<file path="src/verilog/periph_reg_map.svh">
// Purpose: Register offsets, field positions, reset values of the peripheral register front end
// Assumes: Offsets are byte offsets inside the peripheral window
// Notes: Definitions only
`ifndef PERIPH_REG_MAP_SVH
`define PERIPH_REG_MAP_SVH

// Window sizes in address bits
`define WIN_BITS_PERIPH 14
`define WIN_BITS_ICU 12

// Register offsets
`define OFF_CTRL 32'h0000_0000
`define OFF_MODE 32'h0000_0004
`define OFF_IRQ_EN 32'h0000_0008
`define OFF_IRQ_DIS 32'h0000_000C
`define OFF_IRQ_MASK 32'h0000_0010
`define OFF_STATUS 32'h0000_0014
`define OFF_RX_PTR 32'h0000_0030
`define OFF_RX_CNT 32'h0000_0034
`define OFF_TX_PTR 32'h0000_0038
`define OFF_TX_CNT 32'h0000_003C

// Control command bits
`define CTRL_RX_START 0
`define CTRL_RX_STOP 1
`define CTRL_TX_START 2
`define CTRL_TX_STOP 3

// Mode fields
`define MODE_SIZE_LSB 0
`define MODE_SIZE_MSB 1

// Status bits
`define ST_END_RX 0
`define ST_END_TX 1
`define ST_RX_PENDING 2
`define ST_TX_EMPTY 3
`define ST_RX_ON 4
`define ST_TX_ON 5
`define ST_WIDTH 6

// Reset values
`define RST_MODE 2'h0
`define RST_MASK 6'h00
`define RST_PTR 32'h0000_0000
`define RST_CNT 16'h0000

`endif

</file>
<file path="src/verilog/periph_reg_pkg.sv">
// Purpose: Types of the peripheral register front end
// Assumes: Nothing
// Notes: Constants live in periph_reg_map.svh
package periph_reg_pkg;

  // Channel engine states; idle -> rx write flips one bit, idle -> tx read flips both bits
  typedef enum logic [1:0]
  {
    CH_IDLE = 2'b00,
    CH_RX_WR = 2'b01,
    CH_TX_RD = 2'b11
  } chan_state_t;

  // Item size held in the mode register
  typedef enum logic [1:0]
  {
    SZ_BYTE = 2'b00,
    SZ_HALF = 2'b01,
    SZ_WORD = 2'b10
  } item_size_t;

endpackage

</file>
<file path="src/verilog/peripheral_register_interface.sv">
// Purpose: Register front end of one serial-port peripheral with its rx/tx transfer channel pair
// Assumes: 32-bit APB slave, one clock, synchronous active-high reset
// Notes: Two instances give the four channels of two serial ports
`timescale 1ns/100ps
`default_nettype none
`include "periph_reg_map.svh"

module peripheral_register_interface #(
  parameter int WIN_BITS = `WIN_BITS_PERIPH
) (
  // Clock and reset
  input wire logic ref_clk_i,
  input wire logic rst_i,
  // APB slave
  input wire logic psel_i,
  input wire logic penable_i,
  input wire logic pwrite_i,
  input wire logic [31:0] paddr_i,
  input wire logic [31:0] pwdata_i,
  output logic [31:0] prdata_o,
  output logic pready_o,
  output logic pslverr_o,
  // Interrupt source to the interrupt controller unit
  output logic irq_o,
  // Received items from the serial receiver
  input wire logic rx_valid_i,
  input wire logic [31:0] rx_data_i,
  output logic rx_ready_o,
  // Items for the serial transmitter
  output logic tx_valid_o,
  output logic [31:0] tx_data_o,
  input wire logic tx_ready_i,
  // Memory port of the transfer channels
  output logic mem_req_o,
  output logic mem_we_o,
  output logic [31:0] mem_addr_o,
  output logic [31:0] mem_wdata_o,
  input wire logic mem_ack_i,
  input wire logic [31:0] mem_rdata_i
);

  // Pointer step for one item of the given size
  function automatic logic [31:0] item_step(input logic [1:0] size);
    case (size)
      periph_reg_pkg::SZ_BYTE: item_step = 32'h0000_0001;
      periph_reg_pkg::SZ_HALF: item_step = 32'h0000_0002;
      default: item_step = 32'h0000_0004;
    endcase
  endfunction

  // Bus side state
  logic [31:0] prdata_reg, prdata_next;
  logic pready_reg, pready_next;
  logic pslverr_reg;
  logic irq_reg, irq_next;
  // Configuration and channel state
  logic [1:0] mode_reg, mode_next;
  logic [`ST_WIDTH-1:0] mask_reg, mask_next;
  logic rx_on_reg, rx_on_next;
  logic tx_on_reg, tx_on_next;
  logic [31:0] rx_ptr_reg, rx_ptr_next;
  logic [15:0] rx_cnt_reg, rx_cnt_next;
  logic [31:0] tx_ptr_reg, tx_ptr_next;
  logic [15:0] tx_cnt_reg, tx_cnt_next;
  periph_reg_pkg::chan_state_t state_reg, state_next;
  logic mem_req_reg, mem_req_next;
  logic mem_we_reg, mem_we_next;
  logic [31:0] mem_addr_reg, mem_addr_next;
  logic [31:0] mem_wdata_reg, mem_wdata_next;
  logic tx_valid_reg, tx_valid_next;
  logic [31:0] tx_data_reg, tx_data_next;
  // Buffer drain side
  logic buf_valid;
  logic [31:0] buf_data;
  logic buf_pop;
  // Decode
  logic [31:0] win_mask;
  logic [31:0] offset;
  logic setup, wr_done;
  logic [`ST_WIDTH-1:0] status;
  logic [31:0] rd_mux;

  two_entry_buffer #(
    .WIDTH(32)
  ) u_rx_buffer (
    .ref_clk_i(ref_clk_i),
    .rst_i(rst_i),
    .in_valid_i(rx_valid_i),
    .in_data_i(rx_data_i),
    .in_ready_o(rx_ready_o),
    .out_valid_o(buf_valid),
    .out_data_o(buf_data),
    .out_ready_i(buf_pop)
  );

  always_comb
  begin
    // Window offset; low two bits forced off so every access is a word
    win_mask = (32'h0000_0001 << WIN_BITS) - 32'h0000_0001;
    offset = paddr_i & win_mask & 32'hFFFF_FFFC;
    setup = psel_i & ~penable_i & ~pready_reg;
    wr_done = psel_i & penable_i & pready_reg & pwrite_i;

    // Live status; end bits are high while the count sits at zero
    status = '0;
    status[`ST_END_RX] = (rx_cnt_reg == 16'h0000);
    status[`ST_END_TX] = (tx_cnt_reg == 16'h0000);
    status[`ST_RX_PENDING] = buf_valid;
    status[`ST_TX_EMPTY] = ~tx_valid_reg;
    status[`ST_RX_ON] = rx_on_reg;
    status[`ST_TX_ON] = tx_on_reg;

    // Read mux; control, enable and disable registers read zero, unused bits read zero
    case (offset)
      `OFF_MODE: rd_mux = {30'h0000_0000, mode_reg};
      `OFF_IRQ_MASK: rd_mux = {26'h000_0000, mask_reg};
      `OFF_STATUS: rd_mux = {26'h000_0000, status};
      `OFF_RX_PTR: rd_mux = rx_ptr_reg;
      `OFF_RX_CNT: rd_mux = {16'h0000, rx_cnt_reg};
      `OFF_TX_PTR: rd_mux = tx_ptr_reg;
      `OFF_TX_CNT: rd_mux = {16'h0000, tx_cnt_reg};
      default: rd_mux = 32'h0000_0000;
    endcase
  end

  always_comb
  begin
    // Zero-wait APB with registered answer: data captured in setup, ready in access
    pready_next = setup;
    prdata_next = (setup & ~pwrite_i) ? rd_mux : 32'h0000_0000;

    mode_next = mode_reg;
    mask_next = mask_reg;
    rx_on_next = rx_on_reg;
    tx_on_next = tx_on_reg;
    rx_ptr_next = rx_ptr_reg;
    rx_cnt_next = rx_cnt_reg;
    tx_ptr_next = tx_ptr_reg;
    tx_cnt_next = tx_cnt_reg;
    state_next = state_reg;
    mem_req_next = mem_req_reg;
    mem_we_next = mem_we_reg;
    mem_addr_next = mem_addr_reg;
    mem_wdata_next = mem_wdata_reg;
    tx_valid_next = tx_valid_reg;
    tx_data_next = tx_data_reg;
    buf_pop = 1'b0;

    if (tx_valid_reg & tx_ready_i)
      tx_valid_next = 1'b0;

    // Channel engine; receive has priority over transmit
    case (state_reg)
      periph_reg_pkg::CH_IDLE:
      begin
        if (rx_on_reg & (rx_cnt_reg != 16'h0000) & buf_valid)
        begin
          buf_pop = 1'b1;
          mem_req_next = 1'b1;
          mem_we_next = 1'b1;
          mem_addr_next = rx_ptr_reg;
          mem_wdata_next = buf_data;
          state_next = periph_reg_pkg::CH_RX_WR;
        end
        else if (tx_on_reg & (tx_cnt_reg != 16'h0000) & ~tx_valid_reg)
        begin
          mem_req_next = 1'b1;
          mem_we_next = 1'b0;
          mem_addr_next = tx_ptr_reg;
          state_next = periph_reg_pkg::CH_TX_RD;
        end
      end
      periph_reg_pkg::CH_RX_WR:
      begin
        if (mem_ack_i)
        begin
          mem_req_next = 1'b0;
          mem_we_next = 1'b0;
          rx_ptr_next = rx_ptr_reg + item_step(mode_reg);
          rx_cnt_next = rx_cnt_reg - 16'h0001;
          state_next = periph_reg_pkg::CH_IDLE;
        end
      end
      periph_reg_pkg::CH_TX_RD:
      begin
        if (mem_ack_i)
        begin
          mem_req_next = 1'b0;
          tx_data_next = mem_rdata_i;
          tx_valid_next = 1'b1;
          tx_ptr_next = tx_ptr_reg + item_step(mode_reg);
          tx_cnt_next = tx_cnt_reg - 16'h0001;
          state_next = periph_reg_pkg::CH_IDLE;
        end
      end
      default:
      begin
        mem_req_next = 1'b0;
        state_next = periph_reg_pkg::CH_IDLE;
      end
    endcase

    // Register writes take effect at the end of the access phase; they win over the engine
    if (wr_done)
    begin
      case (offset)
        `OFF_CTRL:
        begin
          // Ones launch commands, zeros do nothing; stop beats start on the same channel
          if (pwdata_i[`CTRL_RX_START])
            rx_on_next = 1'b1;
          if (pwdata_i[`CTRL_RX_STOP])
            rx_on_next = 1'b0;
          if (pwdata_i[`CTRL_TX_START])
            tx_on_next = 1'b1;
          if (pwdata_i[`CTRL_TX_STOP])
            tx_on_next = 1'b0;
        end
        `OFF_MODE: mode_next = pwdata_i[`MODE_SIZE_MSB:`MODE_SIZE_LSB];
        `OFF_IRQ_EN: mask_next = mask_reg | pwdata_i[`ST_WIDTH-1:0];
        `OFF_IRQ_DIS: mask_next = mask_reg & ~pwdata_i[`ST_WIDTH-1:0];
        `OFF_RX_PTR: rx_ptr_next = pwdata_i;
        `OFF_RX_CNT: rx_cnt_next = pwdata_i[15:0];
        `OFF_TX_PTR: tx_ptr_next = pwdata_i;
        `OFF_TX_CNT: tx_cnt_next = pwdata_i[15:0];
        // Status and mask registers are read-only; writes fall here and are dropped
        default: mode_next = mode_reg;
      endcase
    end

    irq_next = |(status & mask_reg);
  end

  always_ff @(posedge ref_clk_i)
  begin
    if (rst_i)
    begin
      prdata_reg <= 32'h0000_0000;
      pready_reg <= 1'b0;
      pslverr_reg <= 1'b0;
      irq_reg <= 1'b0;
      mode_reg <= `RST_MODE;
      mask_reg <= `RST_MASK;
      rx_on_reg <= 1'b0;
      tx_on_reg <= 1'b0;
      rx_ptr_reg <= `RST_PTR;
      rx_cnt_reg <= `RST_CNT;
      tx_ptr_reg <= `RST_PTR;
      tx_cnt_reg <= `RST_CNT;
      state_reg <= periph_reg_pkg::CH_IDLE;
      mem_req_reg <= 1'b0;
      mem_we_reg <= 1'b0;
      mem_addr_reg <= 32'h0000_0000;
      mem_wdata_reg <= 32'h0000_0000;
      tx_valid_reg <= 1'b0;
      tx_data_reg <= 32'h0000_0000;
    end
    else
    begin
      prdata_reg <= prdata_next;
      pready_reg <= pready_next;
      pslverr_reg <= 1'b0;
      irq_reg <= irq_next;
      mode_reg <= mode_next;
      mask_reg <= mask_next;
      rx_on_reg <= rx_on_next;
      tx_on_reg <= tx_on_next;
      rx_ptr_reg <= rx_ptr_next;
      rx_cnt_reg <= rx_cnt_next;
      tx_ptr_reg <= tx_ptr_next;
      tx_cnt_reg <= tx_cnt_next;
      state_reg <= state_next;
      mem_req_reg <= mem_req_next;
      mem_we_reg <= mem_we_next;
      mem_addr_reg <= mem_addr_next;
      mem_wdata_reg <= mem_wdata_next;
      tx_valid_reg <= tx_valid_next;
      tx_data_reg <= tx_data_next;
    end
  end

  assign prdata_o = prdata_reg;
  assign pready_o = pready_reg;
  assign pslverr_o = pslverr_reg;
  assign irq_o = irq_reg;
  assign mem_req_o = mem_req_reg;
  assign mem_we_o = mem_we_reg;
  assign mem_addr_o = mem_addr_reg;
  assign mem_wdata_o = mem_wdata_reg;
  assign tx_valid_o = tx_valid_reg;
  assign tx_data_o = tx_data_reg;

endmodule // peripheral_register_interface

`default_nettype wire

</file>
<file path="src/verilog/two_entry_buffer.sv">
// Purpose: Two-entry buffer with valid/ready on both sides
// Assumes: Single clock, synchronous active-high reset
// Notes: Ready and valid outputs come from flip-flops
`timescale 1ns/100ps
`default_nettype none

module two_entry_buffer #(
  parameter int WIDTH = 32
) (
  // Clock and reset
  input wire logic ref_clk_i,
  input wire logic rst_i,
  // Fill side
  input wire logic in_valid_i,
  input wire logic [WIDTH-1:0] in_data_i,
  output logic in_ready_o,
  // Drain side
  output logic out_valid_o,
  output logic [WIDTH-1:0] out_data_o,
  input wire logic out_ready_i
);

  logic [WIDTH-1:0] slot0_reg, slot0_next;
  logic [WIDTH-1:0] slot1_reg, slot1_next;
  logic [1:0] count_reg, count_next;
  logic ready_reg, ready_next;
  logic valid_reg, valid_next;
  logic push, pop;

  always_comb
  begin
    push = in_valid_i & ready_reg;
    pop = valid_reg & out_ready_i;
    slot0_next = slot0_reg;
    slot1_next = slot1_reg;
    count_next = count_reg;
    case ({push, pop})
      2'b10:
      begin
        if (count_reg == 2'd0)
          slot0_next = in_data_i;
        else
          slot1_next = in_data_i;
        count_next = count_reg + 2'd1;
      end
      2'b01:
      begin
        slot0_next = slot1_reg;
        count_next = count_reg - 2'd1;
      end
      2'b11:
      begin
        // Only reachable with one entry held: new word replaces the leaving one
        slot0_next = in_data_i;
      end
      default:
      begin
        count_next = count_reg;
      end
    endcase
    ready_next = (count_next != 2'd2);
    valid_next = (count_next != 2'd0);
  end

  always_ff @(posedge ref_clk_i)
  begin
    if (rst_i)
    begin
      slot0_reg <= '0;
      slot1_reg <= '0;
      count_reg <= 2'd0;
      ready_reg <= 1'b0;
      valid_reg <= 1'b0;
    end
    else
    begin
      slot0_reg <= slot0_next;
      slot1_reg <= slot1_next;
      count_reg <= count_next;
      ready_reg <= ready_next;
      valid_reg <= valid_next;
    end
  end

  assign in_ready_o = ready_reg;
  assign out_valid_o = valid_reg;
  assign out_data_o = slot0_reg;

endmodule // two_entry_buffer

`default_nettype wire
</file>
<file path="config.mk">
export PLATFORM = sky130hd
export DESIGN_NAME = peripheral_register_interface
export DESIGN_NICKNAME = d
export VERILOG_FILES = /design/src/verilog/periph_reg_pkg.sv /design/src/verilog/peripheral_register_interface.sv /design/src/verilog/two_entry_buffer.sv
export VERILOG_INCLUDE_DIRS = /design/src /design/src/verilog
export SDC_FILE = /design/constraint.sdc
export NUM_CORES = 1
export LEC_CHECK = 0
export ABC_CLOCK_PERIOD_IN_PS = 4100
export BUFFER_PORTS_ARGS = -buffer_cell sky130_fd_sc_hd__buf_2
export CAP_MARGIN = 20
export CELL_PAD_IN_SITES_DETAIL_PLACEMENT = 1
export CELL_PAD_IN_SITES_GLOBAL_PLACEMENT = 2
export CORE_MARGIN = 5
export CORE_UTILIZATION = 33
export DETAILED_ROUTE_END_ITERATION = 8
export GPL_ROUTABILITY_DRIVEN = 0
export PLACE_DENSITY = 0.89
export RECOVER_POWER = 50
export SYNTH_ARGS = -nofsm -noshare
export SYNTH_HDL_FRONTEND = slang
export SYNTH_SLANG_ARGS = --single-unit
</file>
<file path="constraint.sdc">
create_clock -name ref_clk_i -period 4.1 [get_ports ref_clk_i]
set_input_delay 0.205 -clock ref_clk_i [delete_from_list [all_inputs] [get_ports ref_clk_i]]
set_output_delay 0.205 -clock ref_clk_i [all_outputs]
set_load 0.1 [all_outputs]
</file>
## Yosys cells after proc, flatten, opt, wreduce, memory -nomap -nowiden

Cells that the tools add are included.

- Mux-type cells: 47
- Reduce and logical (&&, ||, !) cells: 29
- Bitwise logic cells: 23
- Equality and inequality tests: 20
- Add/sub/neg operators: 6

Operators with widths:

| kind | number |
|---|---|
| 32-bit 2-to-1 mux | 14 |
| 32-bit case mux with 7 select lines | 1 |
| 16-bit 2-to-1 mux | 8 |
| 32-bit case mux with 3 select lines | 1 |
| 32-bit adder | 2 |
| 12-bit by 4-bit == test with 1-bit output (second input constant) | 4 |
| 16-bit logical NOT | 2 |
| 32-bit logical NOT | 1 |
| 16-bit nonzero test | 2 |
| 16-bit by 1-bit subtractor with 16-bit output (second input constant) | 2 |
| 12-bit by 2-bit == test with 1-bit output (second input constant) | 2 |
| 12-bit by 3-bit == test with 1-bit output (second input constant) | 2 |
| 2-bit AND reduction | 8 |
| 1-bit 2-to-1 mux | 14 |
| 1-bit bitwise AND | 13 |
| 6-bit bitwise AND | 2 |
| 12-bit by 1-bit == test with 1-bit output (second input constant) | 1 |
| 6-bit case mux with 2 select lines | 1 |
| 2-bit nonzero test | 6 |
| 3-bit AND reduction | 3 |
| 2-bit case mux with 2 select lines | 2 |
| 2-bit by 1-bit == test with 1-bit output (second input constant) | 3 |
| 2-bit == test (second input constant) | 3 |
| 2-bit logical NOT | 3 |
| other kinds (14) | 25 |

- Input bits: 136
- Word-level logic and storage cells: 148
- Register bits: 309
- Output and inout port bits: 135

## Logic depth before layout (Yosys ltp)

- Depth in word-level cells: 9
- Mapped depth: 15
- Gate-level depth less buffers: 12

## Hierarchy

From an unflattened synthesis, not the netlist that was laid out.

- Cell total of the unflattened synthesis: 1639
- Area, all modules: 14566.5 sq um

By module, submodules not included:

| module | seq. area each (sq um) | times used | cells an instance | area an instance (sq um) |
|---|---|---|---|---|
| peripheral_register_interface | 4804.6 | 1 | 1324 | 11462.2 |
| two_entry_buffer | 1361.3 | 1 | 315 | 3104.2 |

## Worst setup path before layout

No wires, ideal clock.

- Path type: register to register
- From: reg rx_cnt_reg[0]
- To: reg u_rx_buffer.slot0_reg[10], in the netlist u_rx_buffer.out_data_o[10]
- Stages on the path, launching flop included: 16
- Clock period less this slack: 2940 ps
- Setup time: 86 ps
- Slack: 1160 ps
- Required time: 4014 ps
- Path buffers: 3
- Data arrival time: 2854 ps
- Cell sequence: dfxtp_1 -> inv_1 -> ha_1 -> nor4b_1 -> nand4b_1 -> nand3_2 -> nor3_4 -> inv_2 -> buf_2 -> ha_1 -> o21a_1 -> clkbuf_1 -> nor2_1 -> clkbuf_1 -> nor2_1 -> a211oi_1

- Word-level cells in the longest chain between the ends: 9
- Elaborated cells between the ends (all ways): 13
- Classes of those cells: eq/ne (4); mux (3); bitwise (3); reduce/logical (3)

Ends and longest elaborated chain:

| element | line | text |
|---|---|---|
| start: declaration | peripheral_register_interface.sv:62 | `logic [15:0] rx_cnt_reg, rx_cnt_next;` |
| start signal: assignment | peripheral_register_interface.sv:247 | `` rx_cnt_reg <= `RST_CNT; `` |
| start signal: assignment | peripheral_register_interface.sv:269 | `rx_cnt_reg <= rx_cnt_next;` |
| 16-bit nonzero test (*) | peripheral_register_interface.sv:156 | `if (rx_on_reg & (rx_cnt_reg != 16'h0000) & buf_valid)` |
| 1-bit bitwise AND (*) (2 in a row) | peripheral_register_interface.sv:156 |  |
| 1-bit 2-to-1 mux (*) | peripheral_register_interface.sv:156 |  |
| 1-bit 2-to-1 mux (*) | peripheral_register_interface.sv:153 | `case (state_reg)` |
| 1-bit bitwise AND (*) | two_entry_buffer.sv:33 | `pop = valid_reg & out_ready_i;` |
| 2-bit == test / 2-bit by 1-bit == test with 1-bit output (equally long branches) | two_entry_buffer.sv:37 | `case ({push, pop})` |
| 2-bit by 1-bit inequality test with 1-bit output (no source line) / 3-bit nonzero test (equally long branches) | - |  |
| 2-bit AND reduction (no source line) | - |  |
| end signal: assignment | two_entry_buffer.sv:77 | `slot0_reg <= slot0_next;` |
| end: declaration | two_entry_buffer.sv:23 | `logic [WIDTH-1:0] slot0_reg, slot0_next;` |

Mark *: on every way between the ends. The rest lies on a longest branch, timed or not.
A chain may end at the register's enable or synchronous reset.

## Worst setup path in the final report

- From: reg state_reg[0]
- To: reg tx_ptr_reg[30]

- Word-level cells in the longest chain between the ends: 4

Ends and longest elaborated chain:

| element | line | text |
|---|---|---|
| start: declaration | peripheral_register_interface.sv:65 | `periph_reg_pkg::chan_state_t state_reg, state_next;` |
| start signal: assignment | peripheral_register_interface.sv:250 | `state_reg <= periph_reg_pkg::CH_IDLE;` |
| start signal: assignment | peripheral_register_interface.sv:272 | `state_reg <= state_next;` |
| 2-bit == test (*) | peripheral_register_interface.sv:153 |  |
| 32-bit 2-to-1 mux (*) | peripheral_register_interface.sv:153 |  |
| 32-bit 2-to-1 mux | peripheral_register_interface.sv:206 | `case (offset)` |
| 32-bit 2-to-1 mux (*) | peripheral_register_interface.sv:204 | `if (wr_done)` |
| end signal: assignment | peripheral_register_interface.sv:248 | `` tx_ptr_reg <= `RST_PTR; `` |
| end signal: assignment | peripheral_register_interface.sv:270 | `tx_ptr_reg <= tx_ptr_next;` |
| end: declaration | peripheral_register_interface.sv:63 | `logic [31:0] tx_ptr_reg, tx_ptr_next;` |

Marked as above.

==> results.cfg <==
[synthesis]
synth_edf_count = 0
syn_nets = 1774
synth_async_sr_flop_share = 0
synth.most_common_cell = nand2_1
synth_top_area_share = 0.442
yosysUniqueCellTypes = 62
ys_seq_area_frac = 0.442
yosysTopAreaCell = dfxtp_1
syn-cell-area_mm2 = 0.0139
yosys-top-cells-count = nand2_1, dfxtp_1, nor2_1
synth_area_leaders = dfxtp_1, nand2_1, a211oi_1
ys_ff_latch = 308
synth-warning-count = 0
postSynthAreaPerCell_um2 = 8.57
netlist_instances = 1627
ys.flop_type = dfxtp_1

[final_layout]
drive_gt1_frac = 0.137
area_growth_pct = 25.6
multi_input_area_mm2 = 0.00723
n_fill_cell = 4989
layout.core_utilization = 0.418
finalNetCount = 2060
seqCellArea_mm2 = 0.00617

[clocking]
post_cts_resized = 0
root_buffer = clkbuf_16
clock_latency_ns = 0.54
path_clk_slew_ns = 0.06
postCtsSetupBuffers = 0
cts_made_buffers = 37
clock-sinks = 308
clockBufferDepth = 3
cts_htree_levels = 2
cts_tree = built

[timing]
worstMarginPinSlew_ns = 2.16
period_minus_slack_ns = 3.29
report.final.slew_viol_count = 81
setup_viol = 0
max_freq_mhz = 304
finClkSkew_ns = 0.0188
finalHoldViolCount = 0
period_share = 0.802
slew-limit-headroom = -0.439
rsz0062_at_grt = no
setup-tns-final_ns = 0

[hold_path]
holdPathStages = 3
min_from = pwdata_i[15]
hold_class = primary input to register
hold_path_end = rx_cnt_reg[15]$_SDFF_PP0_

[routing]
vias = 13000
drt_first_pass_iters = 4
ant_nets = 0
drtIter0Drc = 591
viasPerCell = 5.24
post_drt_wl_per_cell_um = 19.3
wl_um = 47700
drc = 0

[pwr]
p_leak_nw = 5.94
cellPowerDensity_mw_per_mm2 = 382
irDropWorstVdd_mv = 0.331

[floorplanning]
rows = 75
die_h_um = 216
pin_count = 271
start_util = 0.333
fp.dieW_um = 216
core-area_mm2 = 0.0419
dieArea_mm2 = 0.0465

[grt]
overflow = 0
grt.total_usage = 0.199
grt_pass1_wl_um = 75900
grt_max_degree = 108
antenna_found_initial = 1
grt_pass1_vias = 13800

[job]
maxCapViolCount = 2

[placement]
portBuffers = 249
dp_hpwl_um = 31600

[worst_setup_path]
path_cells = nand3_2, clkbuf_1, nor2_4, nand4_1, nor3_1, xnor2_1, a211oi_1
critPathCaptureType = register
cp-start-kind = register
cp_data_required_time_ns = 4.53
slowest_stage = clkbuf_1
slowest_delay_ns = 1.54
crit-reg2reg-capture = tx_ptr_reg[30]$_SDFF_PP0_
path_max_fanout = 41
r2r_cells = 7
crit_type = register to register
worstPathArrival_ns = 3.72
r2r_slack_ns = 0.81
worstReg2RegStart = state_reg[0]$_SDFFE_PP0P_

[status]
outcome = finished, violations left
violations = capacitance limit, slew limit
## what timing repair did
action,in CTS,in global routing
endpoints found under the setup margin,0,0
endpoints found under the hold margin,139,0
hold buffers,94,0
## report_power, final
group	total [W]	switching, W	internal, W
clock	0.00330	0.00130	0.00199
combinational	0.000349	0.000197	0.000152
sequential	0.00305	0.0000228	0.00303
## layout make-up
cell class                 count  share of cell area
antenna                        1            0.000143
clock buffer                  56              0.0634
clock inverter                 9             0.00579
inverter                      15             0.00321
multi-input combinational   1187               0.413
sequential                   308               0.352
tap                          539              0.0385
timing repair buffer         364               0.124
## per-layer routing
layer	routed length, um	global-route usage
met5	13	0
met1	20200	0.239
met2	23500	0.350
met4	1090	0.0504
met3	2850	0.0566
## stage by stage
stage          cell area [um^2]  power [W]  hold slack (ns)  worst slack [ns]  std cells
3_3_place_gp              15500    0.00339            0.416             0.897       2318
4_1_cts                   17700    0.00681           0.0138             0.829       2477
3_5_place_dp              15500    0.00340            0.425             0.847       2318
2_1_floorplan             13900    0.00327            0.297              1.16       1627
6_report                  17500    0.00670           0.0489             0.812       2479
5_1_grt                   17500    0.00696           0.0324             0.463       2478
## worst max-delay path, delay by kind of cell (launching register included)
kind,cells,cell delay [ns]
AND/OR/NAND/NOR,4,0.85
flip-flops,1,0.42
buffers and inverters,1,1.54
AO/OA/AOI/OAI,1,0.23
XOR/XNOR,1,0.14
## how the worst max path moves through the flow
stage | startpoint | endpoint
6_report | state_reg[0]$_SDFFE_PP0P_ | tx_ptr_reg[30]$_SDFF_PP0_
5_1_grt | state_reg[0]$_SDFFE_PP0P_ | tx_ptr_reg[24]$_SDFF_PP0_
4_1_cts | rx_cnt_reg[0]$_SDFF_PP0_ | u_rx_buffer.out_data_o[10]$_SDFFE_PP0P_
3_5_place_dp | rx_cnt_reg[0]$_SDFF_PP0_ | u_rx_buffer.out_data_o[10]$_SDFFE_PP0P_
3_3_place_gp | rx_cnt_reg[0]$_SDFF_PP0_ | u_rx_buffer.out_data_o[8]$_SDFFE_PP0P_
2_1_floorplan | rx_cnt_reg[0]$_SDFF_PP0_ | u_rx_buffer.out_data_o[10]$_SDFFE_PP0P_
## cell families after synthesis
group,share of synthesized area
other cells,0.000269
compound gates,0.163
flops,0.442
fa+ha+maj,0.00987
xor+xnor,0.0578
mux,0.0617
buf+inv,0.0404
simple gates,0.225
## cell usage in the layout, fill, tap and decap left out, types with 10 or more instances in the layout
cell and count:
nor3_1 16, a311oi_2 29, a211oi_1 119, nand2b_1 10, nand4_1 23, mux2i_1 50
nand3_1 28, and3_1 24, nor2_1 224, mux4_2 16, xnor2_1 52, a21oi_1 125
xor2_1 40, buf_4 17, buf_2 114, nor4_1 13, dlygate4sd3_1 94, inv_1 14
dfxtp_1 308, ha_1 10, clkbuf_1 147, nand2_1 311, clkbuf_16 39
Power figures use the tool's default switching activity.
